File: config.mk
export PLATFORM = sky130hd
export DESIGN_NAME = uaf_device_flat
export DESIGN_NICKNAME = d
export VERILOG_FILES = /design/src/hw/uaf_pkg.sv /design/src/hw/uaf_link_if.sv /design/src/hw/uaf_device.sv /design/src/flat_wrapper.sv
export SDC_FILE = /design/constraint.sdc
export NUM_CORES = 1
export LEC_CHECK = 0
export ABC_AREA = 1
export BUFFER_PORTS_ARGS = -buffer_cell sky130_fd_sc_hd__clkbuf_2
export CORE_MARGIN = 4
export CORE_UTILIZATION = 30
export DETAILED_ROUTE_END_ITERATION = 12
export GPL_ROUTABILITY_DRIVEN = 0
export PLACE_DENSITY_LB_ADDON = 0.05
export SKIP_LAST_GASP = 1
export SLEW_MARGIN = 15
export SYNTH_ARGS = -nofsm -noshare
export SYNTH_HDL_FRONTEND = slang
export SYNTH_HIERARCHICAL = 1
export SYNTH_SLANG_ARGS = --single-unit
File: constraint.sdc
create_clock -name clock -period 2.9 [get_ports clock]
set_clock_uncertainty 0.05 [all_clocks]
set_input_delay 0 -clock clock [delete_from_list [all_inputs] [get_ports clock]]
set_output_delay 0 -clock clock [all_outputs]
set_load 0.05 [all_outputs]
File: src/hw/uaf_pkg.sv
// shared constants, encodings and helpers for the host link framer
package uaf_pkg;
  localparam int CLK_HZ = 25_000_000;
  localparam int BAUD_DEF = 115_200;
  localparam int BITS_PER_BYTE = 10; // start, eight data, stop
  localparam int LEN_W = 11;
  localparam int PAY_MAX = 2047;
  localparam int PAY_EMIT_MAX = 520;
  localparam int FIFO_DEPTH_DEF = 8;
  localparam int TYPE_LSB = 6;
  localparam int LENHI_W = 3;
  localparam logic [7:0] CH_CR = 8'h0D;
  localparam logic [7:0] CH_LF = 8'h0A;
  localparam logic [7:0] CH_AT = 8'h40;
  localparam logic [7:0] CH_R = 8'h52;
  localparam logic [7:0] CH_E = 8'h45;
  localparam logic [7:0] CH_COMMA = 8'h2C;
  localparam logic [7:0] CH_SLASH = 8'h2F;
  localparam logic [7:0] CH_SP = 8'h20;
  localparam logic [7:0] CH_TILDE = 8'h7E;
  localparam logic [7:0] CH_0 = 8'h30;
  localparam logic [7:0] CH_A_OFS = 8'h37;
  localparam logic [3:0] HEX_TEN = 4'hA;
  localparam logic [1:0] PT_CMD = 2'h0;
  localparam logic [1:0] PT_RSP = 2'h1;
  localparam logic [1:0] PT_EVT = 2'h2;
  localparam logic [7:0] BOOT_GROUP = 8'h02;
  localparam logic [7:0] BOOT_ID = 8'h01;
  localparam logic [10:0] RSP_LEN = 11'h002;
  localparam logic [10:0] EVT_LEN = 11'h002;
  localparam logic [10:0] BOOT_LEN = 11'h000;
  localparam logic [10:0] CMD_LEN = 11'h002;
  localparam logic [15:0] RESULT_OK = 16'h0000;
  localparam logic [7:0] ARG_LEN = 8'h01; // one-byte prefix of a short_byte_array
  localparam logic [3:0] HDR_BYTES = 4'h4;
  localparam logic [3:0] TXT_LAST = 4'h8;
  localparam logic [3:0] HOST_TXT_LAST = 4'h5;
  localparam logic [3:0] HOST_BIN_LAST = 4'h6;

  // ascii hex digit for a nibble
  function automatic logic [7:0] hex_char(input logic [3:0] n);
    hex_char = (n < HEX_TEN) ? CH_0 + {4'h0, n} : CH_A_OFS + {4'h0, n};
  endfunction : hex_char

  // printable ascii test
  function automatic logic is_printable(input logic [7:0] b);
    is_printable = (b >= CH_SP) && (b <= CH_TILDE);
  endfunction : is_printable

  // first header byte: type in the top bits, length bits 10..8 at the bottom
  function automatic logic [7:0] hdr0(input logic [1:0] t, input logic [10:0] len);
    hdr0 = {t, 3'h0, len[LEN_W-1:LEN_W-LENHI_W]};
  endfunction : hdr0
endpackage : uaf_pkg
File: src/hw/uaf_link_if.sv
// byte-level link between the module end and the host end
`timescale 1ns/1ps
interface uaf_link_if;
  logic [7:0] d2h_byte; // module to host byte
  logic d2h_stb; // one-cycle byte strobe
  logic [7:0] h2d_byte; // host to module byte
  logic h2d_stb; // one-cycle byte strobe
  logic dev_rts; // module ready, seen by host as clear-to-send
  logic host_rts; // host ready, seen by module as clear-to-send
  logic serial_profile_select_n; // low disables the api
  logic low_power_select; // high forbids sleep
  modport device (output d2h_byte, d2h_stb, dev_rts,
                  input h2d_byte, h2d_stb, host_rts, serial_profile_select_n, low_power_select);
  modport host (input d2h_byte, d2h_stb, dev_rts,
                output h2d_byte, h2d_stb, host_rts, serial_profile_select_n, low_power_select);
endinterface : uaf_link_if

File: src/hw/uaf_device.sv
// module end of the link: command parser, packet generator and transmit fifo
`timescale 1ns/1ps
module uaf_fifo #(
  parameter int W = 8,
  parameter int DEPTH = 8
) (
  input wire logic clock, // system clock
  input wire logic sys_rst, // sync reset
  input wire logic in_valid, // write request
  input wire logic [W-1:0] in_data, // write word
  output logic in_ready, // room left
  output logic out_valid, // word available
  output logic [W-1:0] out_data, // head word
  input wire logic out_ready // read accept
);
  localparam int AW = $clog2(DEPTH);
  if (DEPTH < 2 || (1 << AW) != DEPTH) $error("fifo depth must be a power of two");
  typedef struct packed {
    logic [DEPTH-1:0][W-1:0] mem;
    logic [AW-1:0] wp;
    logic [AW-1:0] rp;
    logic [AW:0] cnt;
  } uaf_fifo_st_t;
  uaf_fifo_st_t r, n;
  logic push, pop;

  // pointers and count
  always_comb begin
    n = r;
    push = in_valid && in_ready;
    pop = out_valid && out_ready;
    if (push) begin
      n.mem[r.wp] = in_data;
      n.wp = r.wp + 1'b1;
    end
    if (pop) n.rp = r.rp + 1'b1;
    n.cnt = r.cnt + (AW+1)'(push) - (AW+1)'(pop);
  end

  always_ff @(posedge clock) begin
    if (sys_rst) r <= '0;
    else r <= n;
  end

  assign in_ready = r.cnt != (AW+1)'(DEPTH);
  assign out_valid = r.cnt != '0;
  assign out_data = r.mem[r.rp];
endmodule : uaf_fifo

module uaf_device import uaf_pkg::*; #(
  parameter int BAUD = BAUD_DEF,
  parameter int FIFO_DEPTH = FIFO_DEPTH_DEF
) (
  input wire logic clock, // 25 MHz system clock
  input wire logic sys_rst, // sync reset, active high
  uaf_link_if.device link, // link to the host
  input wire logic text_mode, // 1 text format, 0 binary
  input wire logic evt_req, // event request pulse
  input wire logic [7:0] evt_group, // event group
  input wire logic [7:0] evt_id, // event identifier
  input wire logic [15:0] evt_data, // event payload word
  output logic evt_ready, // event slot free
  output logic cmd_stb, // valid command pulse
  output logic cmd_bad, // rejected command pulse
  output logic [7:0] cmd_group, // command group
  output logic [7:0] cmd_id, // command identifier
  output logic [10:0] cmd_len, // command payload length
  output logic sleeping, // sleep state
  output logic api_active // api enabled
);
  localparam int BYTE_CYC = CLK_HZ / BAUD * BITS_PER_BYTE;
  if (BYTE_CYC < 1 || BYTE_CYC > 4095) $error("baud rate out of range");
  if (RSP_LEN > PAY_EMIT_MAX || EVT_LEN > PAY_EMIT_MAX) $error("payload too long");
  localparam logic [11:0] BYTE_LAST = 12'(BYTE_CYC - 1);

  typedef enum logic [1:0] {RX_HDR, RX_PAY, RX_SUM} uaf_rx_t;
  typedef struct packed {
    uaf_rx_t st;
    logic [1:0] hcnt;
    logic [1:0] rtype;
    logic [10:0] len;
    logic [10:0] pcnt;
    logic [7:0] grp;
    logic [7:0] id;
    logic [7:0] sum;
    logic line_full;
    logic line_bad;
    logic after_cr;
    logic rsp_pend;
    logic [7:0] rsp_grp;
    logic [7:0] rsp_id;
    logic boot_pend;
    logic first;
    logic evt_pend;
    logic [7:0] evt_grp;
    logic [7:0] evt_id;
    logic [15:0] evt_data;
    logic tx_busy;
    logic tx_txt;
    logic [1:0] tx_type;
    logic [3:0] tx_idx;
    logic [7:0] tx_grp;
    logic [7:0] tx_id;
    logic [15:0] tx_data;
    logic [10:0] tx_len;
    logic [7:0] tx_sum;
    logic [11:0] baud_cnt;
    logic [7:0] d2h_byte;
    logic d2h_stb;
    logic rts;
    logic api;
    logic sleeping;
    logic cmd_stb;
    logic cmd_bad;
    logic [7:0] cmd_grp;
    logic [7:0] cmd_id;
    logic [10:0] cmd_len;
    logic evt_ready;
  } uaf_dev_st_t;
  uaf_dev_st_t r, n;

  logic tick, api, pop_rdy, cmd_busy, f_in_ready, f_out_valid;
  logic [7:0] f_out_data, gbyte, b;
  logic [3:0] glast;

  // transmit queue; generator stalls when it fills
  uaf_fifo #(.W(8), .DEPTH(FIFO_DEPTH)) u_txq (
    .clock(clock),
    .sys_rst(sys_rst),
    .in_valid(r.tx_busy),
    .in_data(gbyte),
    .in_ready(f_in_ready),
    .out_valid(f_out_valid),
    .out_data(f_out_data),
    .out_ready(pop_rdy)
  );

  // byte of the packet being generated
  always_comb begin
    glast = r.tx_txt ? TXT_LAST : HDR_BYTES + r.tx_len[3:0];
    gbyte = CH_LF;
    if (r.tx_txt) begin
      unique case (r.tx_idx)
        4'h0: gbyte = CH_AT;
        4'h1: gbyte = (r.tx_type == PT_EVT) ? CH_E : CH_R;
        4'h2: gbyte = CH_COMMA;
        4'h3: gbyte = hex_char(r.tx_grp[7:4]);
        4'h4: gbyte = hex_char(r.tx_grp[3:0]);
        4'h5: gbyte = hex_char(r.tx_id[7:4]);
        4'h6: gbyte = hex_char(r.tx_id[3:0]);
        4'h7: gbyte = CH_CR;
        default: gbyte = CH_LF;
      endcase
    end else begin
      unique case (r.tx_idx)
        4'h0: gbyte = hdr0(r.tx_type, r.tx_len);
        4'h1: gbyte = r.tx_len[7:0];
        4'h2: gbyte = r.tx_grp;
        4'h3: gbyte = r.tx_id;
        default: begin
          if (r.tx_idx == glast) gbyte = r.tx_sum;
          else if (r.tx_idx == HDR_BYTES) gbyte = r.tx_data[7:0];
          else gbyte = r.tx_data[15:8];
        end
      endcase
    end
  end

  // parser, arbiter, pacing and status
  always_comb begin
    n = r;
    b = link.h2d_byte;
    n.d2h_stb = 1'b0;
    n.cmd_stb = 1'b0;
    n.cmd_bad = 1'b0;
    api = link.serial_profile_select_n;
    n.api = api;
    n.rts = api;
    tick = r.baud_cnt == '0;
    n.baud_cnt = tick ? BYTE_LAST : r.baud_cnt - 12'h001;
    pop_rdy = tick && link.host_rts && api;
    if (pop_rdy && f_out_valid) begin
      n.d2h_byte = f_out_data;
      n.d2h_stb = 1'b1;
    end
    cmd_busy = text_mode ? r.line_full : (r.st != RX_HDR || r.hcnt != '0);
    // boot event only if the api was enabled when reset released
    if (r.first) begin
      n.first = 1'b0;
      if (!api) n.boot_pend = 1'b0;
    end
    // one packet at a time, response before anything else
    if (!r.tx_busy) begin
      n.tx_idx = '0;
      n.tx_sum = '0;
      n.tx_txt = text_mode;
      if (r.rsp_pend) begin
        n.rsp_pend = 1'b0;
        n.tx_busy = 1'b1;
        n.tx_type = PT_RSP;
        n.tx_grp = r.rsp_grp;
        n.tx_id = r.rsp_id;
        n.tx_data = RESULT_OK;
        n.tx_len = RSP_LEN;
      end else if (!cmd_busy && r.boot_pend && api && !r.first) begin
        n.boot_pend = 1'b0;
        n.tx_busy = 1'b1;
        n.tx_type = PT_EVT;
        n.tx_grp = BOOT_GROUP;
        n.tx_id = BOOT_ID;
        n.tx_data = '0;
        n.tx_len = BOOT_LEN;
      end else if (!cmd_busy && r.evt_pend) begin
        n.evt_pend = 1'b0;
        n.tx_busy = 1'b1;
        n.tx_type = PT_EVT;
        n.tx_grp = r.evt_grp;
        n.tx_id = r.evt_id;
        n.tx_data = r.evt_data;
        n.tx_len = EVT_LEN;
      end
    end else if (f_in_ready) begin
      n.tx_idx = r.tx_idx + 4'h1;
      n.tx_sum = r.tx_sum + gbyte;
      if (r.tx_idx == glast) n.tx_busy = 1'b0;
    end
    // command receive
    if (api && link.h2d_stb) begin
      if (text_mode) begin
        if (b == CH_CR || b == CH_LF) begin
          if (!(b == CH_LF && r.after_cr)) begin
            if (r.line_full) begin
              if (r.line_bad) n.cmd_bad = 1'b1;
              else begin
                n.rsp_pend = 1'b1;
                n.rsp_grp = '0;
                n.rsp_id = '0;
                n.cmd_stb = 1'b1;
                n.cmd_grp = '0;
                n.cmd_id = '0;
                n.cmd_len = '0;
              end
            end
            n.line_full = 1'b0;
            n.line_bad = 1'b0;
          end
          n.after_cr = b == CH_CR;
        end else begin
          n.line_full = 1'b1;
          n.after_cr = 1'b0;
          if (!is_printable(b)) n.line_bad = 1'b1;
        end
      end else begin
        n.sum = r.sum + b;
        unique case (r.st)
          RX_HDR: begin
            n.hcnt = r.hcnt + 2'h1;
            unique case (r.hcnt)
              2'h0: begin
                n.sum = b;
                n.rtype = b[TYPE_LSB +: 2];
                n.len[LEN_W-1:LEN_W-LENHI_W] = b[LENHI_W-1:0];
              end
              2'h1: n.len[7:0] = b;
              2'h2: n.grp = b;
              default: begin
                n.id = b;
                n.pcnt = r.len;
                n.st = (r.len == '0) ? RX_SUM : RX_PAY;
              end
            endcase
          end
          RX_PAY: begin
            n.pcnt = r.pcnt - 11'h001;
            if (r.pcnt == 11'h001) n.st = RX_SUM;
          end
          RX_SUM: begin
            n.st = RX_HDR;
            n.hcnt = '0;
            if (b == r.sum && r.rtype == PT_CMD) begin
              n.rsp_pend = 1'b1;
              n.rsp_grp = r.grp;
              n.rsp_id = r.id;
              n.cmd_stb = 1'b1;
              n.cmd_grp = r.grp;
              n.cmd_id = r.id;
              n.cmd_len = r.len;
            end else n.cmd_bad = 1'b1;
          end
        endcase
      end
    end
    // user event slot; a request in the freeing cycle is kept
    if (evt_req && !n.evt_pend) begin
      n.evt_pend = 1'b1;
      n.evt_grp = evt_group;
      n.evt_id = evt_id;
      n.evt_data = evt_data;
    end
    n.evt_ready = !n.evt_pend;
    n.sleeping = !link.low_power_select && !n.tx_busy && !f_out_valid && !n.rsp_pend
      && !n.evt_pend && !n.boot_pend && !cmd_busy;
  end

  always_ff @(posedge clock) begin
    if (sys_rst) begin
      r <= '0;
      r.st <= RX_HDR;
      r.boot_pend <= 1'b1;
      r.first <= 1'b1;
    end else r <= n;
  end

  // outputs straight from state
  assign link.d2h_byte = r.d2h_byte;
  assign link.d2h_stb = r.d2h_stb;
  assign link.dev_rts = r.rts;
  assign evt_ready = r.evt_ready;
  assign cmd_stb = r.cmd_stb;
  assign cmd_bad = r.cmd_bad;
  assign cmd_group = r.cmd_grp;
  assign cmd_id = r.cmd_id;
  assign cmd_len = r.cmd_len;
  assign sleeping = r.sleeping;
  assign api_active = r.api;
endmodule : uaf_device

File: src/flat_wrapper.sv
// flat-port wrapper written by rule: the top's interface ports become plain ports
module uaf_device_flat import uaf_pkg::*;
#(
  parameter int BAUD = BAUD_DEF,
  parameter int FIFO_DEPTH = FIFO_DEPTH_DEF
)
  (clock, sys_rst, text_mode, evt_req, evt_group, evt_id, evt_data, evt_ready, cmd_stb, cmd_bad, cmd_group, cmd_id, cmd_len, sleeping, api_active, link_d2h_byte, link_d2h_stb, link_dev_rts, link_h2d_byte, link_h2d_stb, link_host_rts, link_serial_profile_select_n, link_low_power_select);
  uaf_link_if link_i ();
  input wire logic clock;
  input wire logic sys_rst;
  input wire logic text_mode;
  input wire logic evt_req;
  input wire logic [7:0] evt_group;
  input wire logic [7:0] evt_id;
  input wire logic [15:0] evt_data;
  output logic evt_ready;
  output logic cmd_stb;
  output logic cmd_bad;
  output logic [7:0] cmd_group;
  output logic [7:0] cmd_id;
  output logic [10:0] cmd_len;
  output logic sleeping;
  output logic api_active;
  output wire logic [$bits(link_i.d2h_byte)-1:0] link_d2h_byte;
  output wire logic [$bits(link_i.d2h_stb)-1:0] link_d2h_stb;
  output wire logic [$bits(link_i.dev_rts)-1:0] link_dev_rts;
  input wire logic [$bits(link_i.h2d_byte)-1:0] link_h2d_byte;
  input wire logic [$bits(link_i.h2d_stb)-1:0] link_h2d_stb;
  input wire logic [$bits(link_i.host_rts)-1:0] link_host_rts;
  input wire logic [$bits(link_i.serial_profile_select_n)-1:0] link_serial_profile_select_n;
  input wire logic [$bits(link_i.low_power_select)-1:0] link_low_power_select;
  assign link_d2h_byte = link_i.d2h_byte;
  assign link_d2h_stb = link_i.d2h_stb;
  assign link_dev_rts = link_i.dev_rts;
  assign link_i.h2d_byte = link_h2d_byte;
  assign link_i.h2d_stb = link_h2d_stb;
  assign link_i.host_rts = link_host_rts;
  assign link_i.serial_profile_select_n = link_serial_profile_select_n;
  assign link_i.low_power_select = link_low_power_select;
  uaf_device #(.BAUD(BAUD), .FIFO_DEPTH(FIFO_DEPTH)) u_core (.clock(clock), .sys_rst(sys_rst), .link(link_i), .text_mode(text_mode), .evt_req(evt_req), .evt_group(evt_group), .evt_id(evt_id), .evt_data(evt_data), .evt_ready(evt_ready), .cmd_stb(cmd_stb), .cmd_bad(cmd_bad), .cmd_group(cmd_group), .cmd_id(cmd_id), .cmd_len(cmd_len), .sleeping(sleeping), .api_active(api_active));
endmodule
Word level (Yosys, flattened, before mapping). Cells that the tools add are included. W data, S select, Z words.

Bits in registers: 293. RAM bits: 0. Bits in read-only memories: 0. Bits of input ports: 48. Latch bits: 0. Logic and storage cells: 246. Memories: 0.

Bitwise operators: 4. Eq/ne operators: 26. Multiplexer cells: 73. Order comparisons: 9. Multipliers: 0. $add $sub $neg: 19. Shift operators: 0. Div/mod/pow operators: 0. Reductions and logical operators: 62.

Operators by type and width (number): $mux W29 (5); $mux W17 (8); $mux W43 (3); $mux W8 (11); $bwmux W64 (1); $pmux W8 S8 (1); $add A6 B4 Y7 const A (8); $mux W27 (2); $mux W33 (1); $pmux W8 S4 (1); $reduce_and A4 Y1 (7); $bmux W8 S3 (1); $demux W8 S3 (1); $mux W1 (22); $pmux W11 S2 (1); $logic_and A1 B1 Y1 (20); $add A8 B8 Y8 (2); $eq A4 B3 Y1 const B (4); $eq A8 B4 Y1 const B (2); $lt A4 B4 Y1 const B (4); $mux W2 (8); $logic_not A12 Y1 (1); $mux W12 (1); $reduce_bool A2 Y1 (6); other kinds (41) (72).

Longest topological paths before layout. Gate-level depths: netlist (run 1).

Word-level depth: 17. Depth in mapped cells: 21.

Cells and area by module. The synthesis (run 1) kept the hierarchy.

By module, submodules not included: uaf_device (cells an instance 1429, area an instance 10319.9 um^2, instances 1); uaf_fifo (cells an instance 607, area an instance 3872.5 um^2, instances 1).

Least setup slack after synthesis (run 1). OpenSTA, ideal clock, no wires.

Path kind: register to register. Start point: reg u_core/r[106] (netlist bit). End point: reg u_core/r[60] (netlist bit). Clock period less this slack: 2.887 ns. Setup slack: 0.013 ns. Data required time: 2.735 ns. Stages on the path, launching flop included: 19. Arrival: 2.721 ns. Cell sequence: dfxtp_1 > inv_1 > ha_1 > nand2_1 > or2_2 > o211ai_1 > nand3_1 > o21ai_0 > a21oi_1 > ha_1 > fa_1 > nand3_1 > nand2_1 > a21oi_1 > nor2_1 > nor2_1 > xnor2_1 > o21ai_0 > inv_1.

Word-level cells in the longest chain between the ends: 6.

Ends and longest elaborated chain: start, declared (RTL line uaf_device.sv:120) `uaf_dev_st_t r, n;`; start signal, assigned (RTL line uaf_device.sv:311) `end else r <= n;`; $eq A4 B3 Y1 (RTL line uaf_device.sv:143, uaf_device.sv:162); $mux W8 (RTL line uaf_device.sv:162) `else if (r.tx_idx == HDR_BYTES) gbyte = r.tx_data[7:0];`; $mux W8 (RTL line uaf_device.sv:161) `if (r.tx_idx == glast) gbyte = r.tx_sum;`; $pmux W8 S4 (RTL line uaf_device.sv:155) `unique case (r.tx_idx)`; $mux W8 (*) (RTL line uaf_device.sv:142) `if (r.tx_txt) begin`; via u_core.gbyte[0] (RTL line uaf_device.sv:123) `logic [7:0] f_out_data, gbyte, b;`; $add A8 B8 Y8 (*) (RTL line uaf_device.sv:224) `n.tx_sum = r.tx_sum + gbyte;`.

Mark *: on every way through the listed nets, which the timed path passes. The rest lies on a longest branch. A chain may end at the register's enable or synchronous reset.

Worst setup path after layout (run 1).
Start point: reg u_core/r[106] (netlist bit). End point: reg u_core/r[61] (netlist bit).

Same word-level chain as after synthesis.

==> results of run 1 <==
## cells by family after synthesis
family          after synthesis  share of synthesized area, %
flops                       283                          39.9
simple gates                971                          29.4
xor+xnor                     15                         0.926
buf+inv                     315                          10.1
fa+ha+maj                    43                          3.95
compound gates              409                          15.7
## state kept, by name, summed over array words and instances, names as in the netlist
name                  count
u_core/cmd_bad            1
u_core/link.d2h_byte      8
u_core/u_txq/r           74
u_core/cmd_stb            1
u_core/evt_ready          1
u_core/api_active         1
u_core/sleeping           1
u_core/link.d2h_stb       1
u_core/r                168
u_core/cmd_group          8
u_core/cmd_len           11
u_core/cmd_id             8
## metrics by stage
stage / instances / utilization [%] / area [um2]
after detailed placement: 2715 / 33.2 / 15500
after global placement: 2715 / 33.2 / 15500
final: 2849 / 38.1 / 17800
after global routing: 2848 / 38.1 / 17800
after CTS: 2839 / 37.4 / 17500
after floorplan: 2036 / - / 14200
## worst reg2reg max path: stages, from the launching register on
cell	delay, ns
dfxtp_4	0.36
buf_4	0.13
ha_2	0.17
inv_2	0.08
nor2_1	0.07
buf_4	0.15
a21oi_1	0.16
nand2_1	0.07
a21oi_1	0.31
o21ai_2	0.13
ha_1	0.32
nand2_1	0.08
o21ai_1	0.18
a21oi_2	0.06
inv_1	0.07
nand3_1	0.10
nand2_1	0.08
nor2_1	0.04
nor2_1	0.08
nor2_1	0.05
## layout make-up
type / count / area [um2]
antenna: 1 / 2.50
clock buffer: 52 / 1080
clock inverter: 12 / 175
fill: 4992 / 28900
inverter: 188 / 711
multi-input combinational: 1438 / 7410
sequential: 283 / 5680
tap: 607 / 759
timing repair buffer: 268 / 1970
## metal layers
layer  track usage (%)  part of all wire, %
met1              25.0                   50
met5                 0                    0
met4              4.05                  1.7
met2              28.2                   45
met3              2.74                  3.7
## power by group through the flow
stage / Sequential (mW) / Combinational, mW / Clock, mW
after floorplan: 4.30 / 1.20 / 0
after global placement: 4.33 / 1.75 / 0
after detailed placement: 4.33 / 1.75 / 0
after CTS: 4.25 / 1.83 / 4.93
after global routing: 4.28 / 2.12 / 5.08
final: 4.25 / 1.87 / 4.75
## cells in the final DEF (no fill, tap or decap), types with 7 or more instances in the layout
master / count
dfxtp_1: 276
nand2_2: 20
nor3_1: 12
xor2_1: 10
clkbuf_8: 8
nand3_1: 78
nor2_4: 12
inv_2: 25
or2_2: 11
a211oi_1: 8
dlygate4sd3_1: 60
nand2_1: 403
buf_4: 114
clkbuf_2: 88
o211ai_1: 17
ha_1: 33
nand4_1: 57
a21oi_1: 167
nand3_2: 7
inv_1: 158
clkbuf_16: 38
nor2_1: 344
o21ai_1: 9
o21ai_0: 138
nor2_2: 9
o21ai_2: 7
a21oi_2: 11
a31oi_1: 23
## how the worst max path moves through the flow
| stage | startpoint | endpoint | slack, ns | cells after the start |
|---|---|---|---|---|
| 6_report | u_core/r[106] | u_core/r[61] | 0.04 | 19 |
| 5_1_grt | u_core/r[106] | u_core/r[61] | -0.1 | 19 |
| 4_1_cts | u_core/r[105] | u_core/r[60] | 0.03 | 19 |
| 3_5_place_dp | u_core/r[106] | u_core/r[61] | -0.19 | 18 |
| 3_3_place_gp | u_core/r[108] | u_core/r[60] | -0.22 | 17 |
| 2_1_floorplan | u_core/r[106] | u_core/r[60] | 0.01 | 18 |
## repair_timing
| item | 4_1_cts | 5_1_grt |
|---|---|---|
| resized for setup | 34 | 73 |
| endpoints found under the setup margin | 4 | 12 |
| pin swaps | 1 | 32 |
| setup buffers | 0 | 9 |
| hold buffers | 60 | 0 |
| hold endpoints to repair | 93 | 0 |
==> impl_metrics.csv, run 1 <==
group,metric,value,unit
setup_path,worst_setup_path_start_kind,"flip-flop",
setup_path,crit_buf_inv,4,
clock_network,cts_root_buffer,"clkbuf_16",
die,io_pins,90,
cells_and_area,drive_gt1_share,18.4,%
grt,overflow,0,
cells_and_area,area_growth,25.4,%
yosys,yosysSeqAreaShare,39.9,%
sta,final_max_slew_viol_count,0,
setup_path,cp_top_family,"compound AO/OA/AOI/OAI gates",
setup_path,crit_top_cell,"nor2_1",
clock_network,clk-insertion-delay-late,0.54,ns
sta,finalCriticalPeriod,2.86,ns
grt,antenna_found_initial,0,
power,seqPwrFrac,39.1,%
run,max-cap-violations,0,
yosys,synth_cells,2036,
routing,vias_per_cell,4.76,
grt,grt_pass1_vias,13100,
power,swShare,28.9,%
setup_path,path_max_fanout,4,
min_path,hold_end,"u_core/r[127]",
sta,worst_slack,0.0409,ns
min_path,hp-class,"primary input to flip-flop",
die,die_h,226,um
sta,clock.fmax,0.350,GHz
yosys,synth_area_leader_cell,"dfxtp_1",
grt,grt_pass1_wl,72200,um
grt,grt_use_total,17.6,%
setup_path,slowest_delay,0.36,ns
setup_path,reg2reg_to,"u_core/r[61]",
routing,route.detailed.drc,0,
sta,finalHoldViolCount,0,
sta,period_share,98.6,%
die,die_area,0.0509,mm2
yosys,synth_edf_count,0,
yosys,ys_top_cells_by_area,"dfxtp_1 (40%), nand2_1 (11%), nor2_1 (9.3%), a21oi_1 (6.2%), o21ai_0 (5.4%)",
setup_path,reg2reg_depth,19,
die,core,0.0467,mm2
setup_path,cpMaxStageDelayCell,"dfxtp_4",
power,ir_worst_vdd,0.314,mV
cells_and_area,layout.nets,2306,
setup_path,critical_path_class,"flip-flop to flip-flop",
sta,final.setup.tns,0,ns
clock_network,h-tree-depth,2,
grt,grt_max_degree,73,
sta,grt_setup_unrepaired,"yes",
yosys,ys_types,49,
yosys,syn-num-nets,2127,
yosys,yosys_warnings,6,
sta,slew_headroom,26.0,%
power,p_leak,7.44,nW
power,finalPower,10.9,mW
setup_path,critPathRequiredTime,3.26,ns
placed_design,place_ws,-0.187,ns
yosys,yosysMostFrequentCell,"nand2_1",
clock_network,cts_tree,"yes",
clock_network,cts.path.max_buffers,3,
sta,timing.hold.ws,0.219,ns
power,p_switching,3.14,mW
sta,finalSetupViolations,0,
yosys,yosysTopAreaCellShare,39.9,%
setup_path,cp.arrival,3.22,ns
setup_path,rrSetupSlack,0.04,ns
yosys,synth_top_flop_cell,"dfxtp_1",
clock_network,cts.sinks,283,
routing,post_drt_wl_per_cell,15.9,um
setup_path,r2r-start,"u_core/r[106]",
placed_design,port-buffer-count,89,
die,dieWidth,226,um
power,power_frac_comb,17.2,%
clock_network,numCtsBuffers,36,
yosys,syn_area,0.0142,mm2
yosys,synthTopCellsByCount,"nand2_1 (411), nor2_1 (350), dfxtp_1 (283)",
setup_path,cp-end-kind,"flip-flop",
routing,firstDrtPassIters,6,
routing,wl,45200,um
routing,drt_iter0_drc,866,
power,p_per_area,611,mW/mm2
power,power.internal,7.73,mW
min_path,hp-start,"evt_data[14]",
die,row_count,79,
placed_design,dpl.hpwl,32400,um
yosys,ys_ff_latch,283,
yosys,syn_avg_cell_area,6.97,um2
routing,vias,13500,
setup_path,cp_cell_sequence,"buf_4 -> ha_2 -> inv_2 -> nor2_1 -> buf_4 -> a21oi_1 -> nand2_1 -> a21oi_1 -> o21ai_2 -> ha_1 -> nand2_1 -> o21ai_1 -> a21oi_2 -> inv_1 -> nand3_1 -> nand2_1 -> nor2_1 -> nor2_1 -> nor2_1",
power,pwr-share-clk,43.7,%
die,initial_core_util,30.4,%
sta,tightest_slew,1.11,ns
clock_network,clk_pin_slew,0.06,ns
yosys,ys_async_sr_fraction,0,%
routing,ant_nets,0,
outcome,status,"complete, no violations",
min_path,hold_depth,4,
Note: power is estimated with default switching activity, not from simulation.
==> run 2: changes to the inputs <==
CORE_MARGIN = not set   (was 4)
CORE_UTILIZATION = 50   (was 30)
==> run 2 against run 1 <==
Against the previous run: flip-flop and latch count is the same; register-to-register slack gained 0.02 ns; critical path depth is the same; non-clock buffer count shrank 40; sequential share of layout area grew 1.5 points; core utilization grew 23 points; first-iteration DRC count grew 24%; design area shrank 4.8%; combinational power shrank 4%.
==> impl_metrics.csv, run 2 (synthesized netlist as in run 1, its figures left out) <==
group,metric,value,unit
setup_path,worst_setup_path_start_kind,"flip-flop",
min_path,hold_end,"u_core/r[131]",
routing,route.detailed.drc,0,
cells_and_area,design_area,0.0169,mm2
min_path,hp-start,"evt_id[2]",
min_path,hp-class,"primary input to flip-flop",
run,max-cap-violations,0,
clock_network,clk_pin_slew,0.05,ns
grt,grt_use_total,27.3,%
power,ir_worst_vdd,0.373,mV
routing,wl,39500,um
cells_and_area,layout.nets,2264,
grt,antenna_found_initial,0,
setup_path,critical_path_class,"flip-flop to flip-flop",
cells_and_area,seq_area,0.00567,mm2
die,initial_core_util,50.9,%
routing,firstDrtPassIters,8,
cells_and_area,largest_reg_flops,168,
grt,grt_pass1_wl,63300,um
routing,vias_per_cell,5.27,
clock_network,numCtsBuffers,34,
sta,period_share,97.8,%
outcome,status,"complete, no violations",
power,p_per_area,608,mW/mm2
setup_path,path_max_fanout,5,
placed_design,dpl.hpwl,27400,um
setup_path,r2r-start,"u_core/r[106]",
sta,finalSetupViolations,0,
routing,vias,13600,
clock_network,h-tree-depth,2,
sta,tightest_slew,0.975,ns
die,die_h,170,um
setup_path,rrSetupSlack,0.06,ns
power,finalPower,10.3,mW
routing,drt_iter0_drc,1077,
cells_and_area,nFillCells,2636,
sta,final.setup.tns,0,ns
placed_design,placed_area,0.0150,mm2
die,core,0.0279,mm2
setup_path,reg2reg_depth,19,
setup_path,cp.arrival,3.20,ns
grt,overflow,0,
clock_network,clk-insertion-delay-late,0.52,ns
die,die_area,0.0291,mm2
grt,grt_max_degree,75,
routing,ant_nets,0,
die,row_count,61,
sta,clock.fmax,0.353,GHz
cells_and_area,drive_gt1_share,16.6,%
clock_network,cts.path.max_buffers,3,
placed_design,port-buffer-count,89,
cells_and_area,final_common_cell,"nand2_1",
cells_and_area,multi_input_area,0.00736,mm2
min_path,hold_depth,4,
clock_network,cts_root_buffer,"clkbuf_16",
die,dieWidth,170,um
power,p_leak,7.14,nW
setup_path,critPathRequiredTime,3.26,ns
cells_and_area,area_growth,19.4,%
cells_and_area,top_register,"u_core/r",
sta,finalCriticalPeriod,2.84,ns
sta,slew_headroom,34.9,%
sta,finalHoldViolCount,0,
setup_path,reg2reg_to,"u_core/r[60]",
routing,post_drt_wl_per_cell,15.4,um
cells_and_area,mostFrequentLayoutCells,"nand2_1 (404), nor2_1 (344), dfxtp_1 (278), a21oi_1 (167), inv_1 (158)",
die,io_pins,90,
clock_network,cts_tree,"yes",
cells_and_area,num_antenna_cells,0,
setup_path,cp-end-kind,"flip-flop",
clock_network,cts.sinks,283,
grt,grt_pass1_vias,12500,
sta,final_max_slew_viol_count,0,
run 2: how the worst max path moves through the flow:
stage                              from      endpoint  slack, ns  cells past startpoint
after floorplan           u_core/r[106]  u_core/r[60]       0.01                     18
after global placement    u_core/r[106]  u_core/r[60]      -0.06                     19
after detailed placement  u_core/r[106]  u_core/r[61]      -0.09                     18
after CTS                 u_core/r[106]  u_core/r[60]      0.006                     19
after global routing      u_core/r[106]  u_core/r[60]      -0.08                     18
final                     u_core/r[106]  u_core/r[60]       0.06                     19
run 2: area by class of cell:
cell class / count / area share [%]
clock buffers: 45 / 5.62
clock inverters: 13 / 0.952
inverters: 188 / 4.16
multi-input cells: 1438 / 43.5
flip-flops and latches: 283 / 33.5
well taps: 378 / 2.79
repair buffers: 228 / 9.55
run 2: routing by layer:
| layer | track usage [%] | up-vias | share of wire, % |
|---|---|---|---|
| li1 | - | 6911 | - |
| met1 | 36.7 | 6212 | 46 |
| met2 | 45.4 | 365 | 46 |
| met3 | 4.07 | 62 | 5.3 |
| met4 | 7.17 | 0 | 2.1 |
| met5 | 0 | - | 0 |
run 2: stage by stage:
stage | hold WS [ns] | std cells | worst slack (ns) | util [%]
detailed placement | 0.194 | 2461 | -0.0948 | 54.0
global route | 0.239 | 2573 | -0.0773 | 60.8
CTS | 0.188 | 2570 | 0.00583 | 59.9
global placement | 0.187 | 2461 | -0.0643 | 54.0
finish | 0.224 | 2573 | 0.0637 | 60.8
floorplan | -0.0223 | 2036 | 0.0133 | -
run 2: worst max-delay path: stages (launching register included):
cell     delay [ns]
dfxtp_1        0.34
inv_2          0.07
buf_4          0.13
ha_1           0.19
nand2_1        0.10
nor2_1         0.06
nor2_1         0.09
nand2_1        0.08
nor4_2         0.23
a21oi_1        0.10
ha_2           0.21
fa_2           0.38
nand3_2        0.10
nand2_2        0.08
a21oi_2        0.13
nor2_1         0.05
nor2_1         0.12
xnor2_1        0.07
o21ai_1        0.11
inv_1          0.05
run 2: where the power goes:
part,switching [mW],internal (mW)
sequential,0.150,4.11
clock,1.66,2.58
combinational,1.18,0.628
run 2: what timing repair did:
item | in CTS | in global routing
setup buffers | 0 | 3
endpoints found under the setup margin | 4 | 8
resized for setup | 13 | 64
hold buffers | 51 | 0
pin swaps | 1 | 19
hold endpoints to repair | 115 | 0
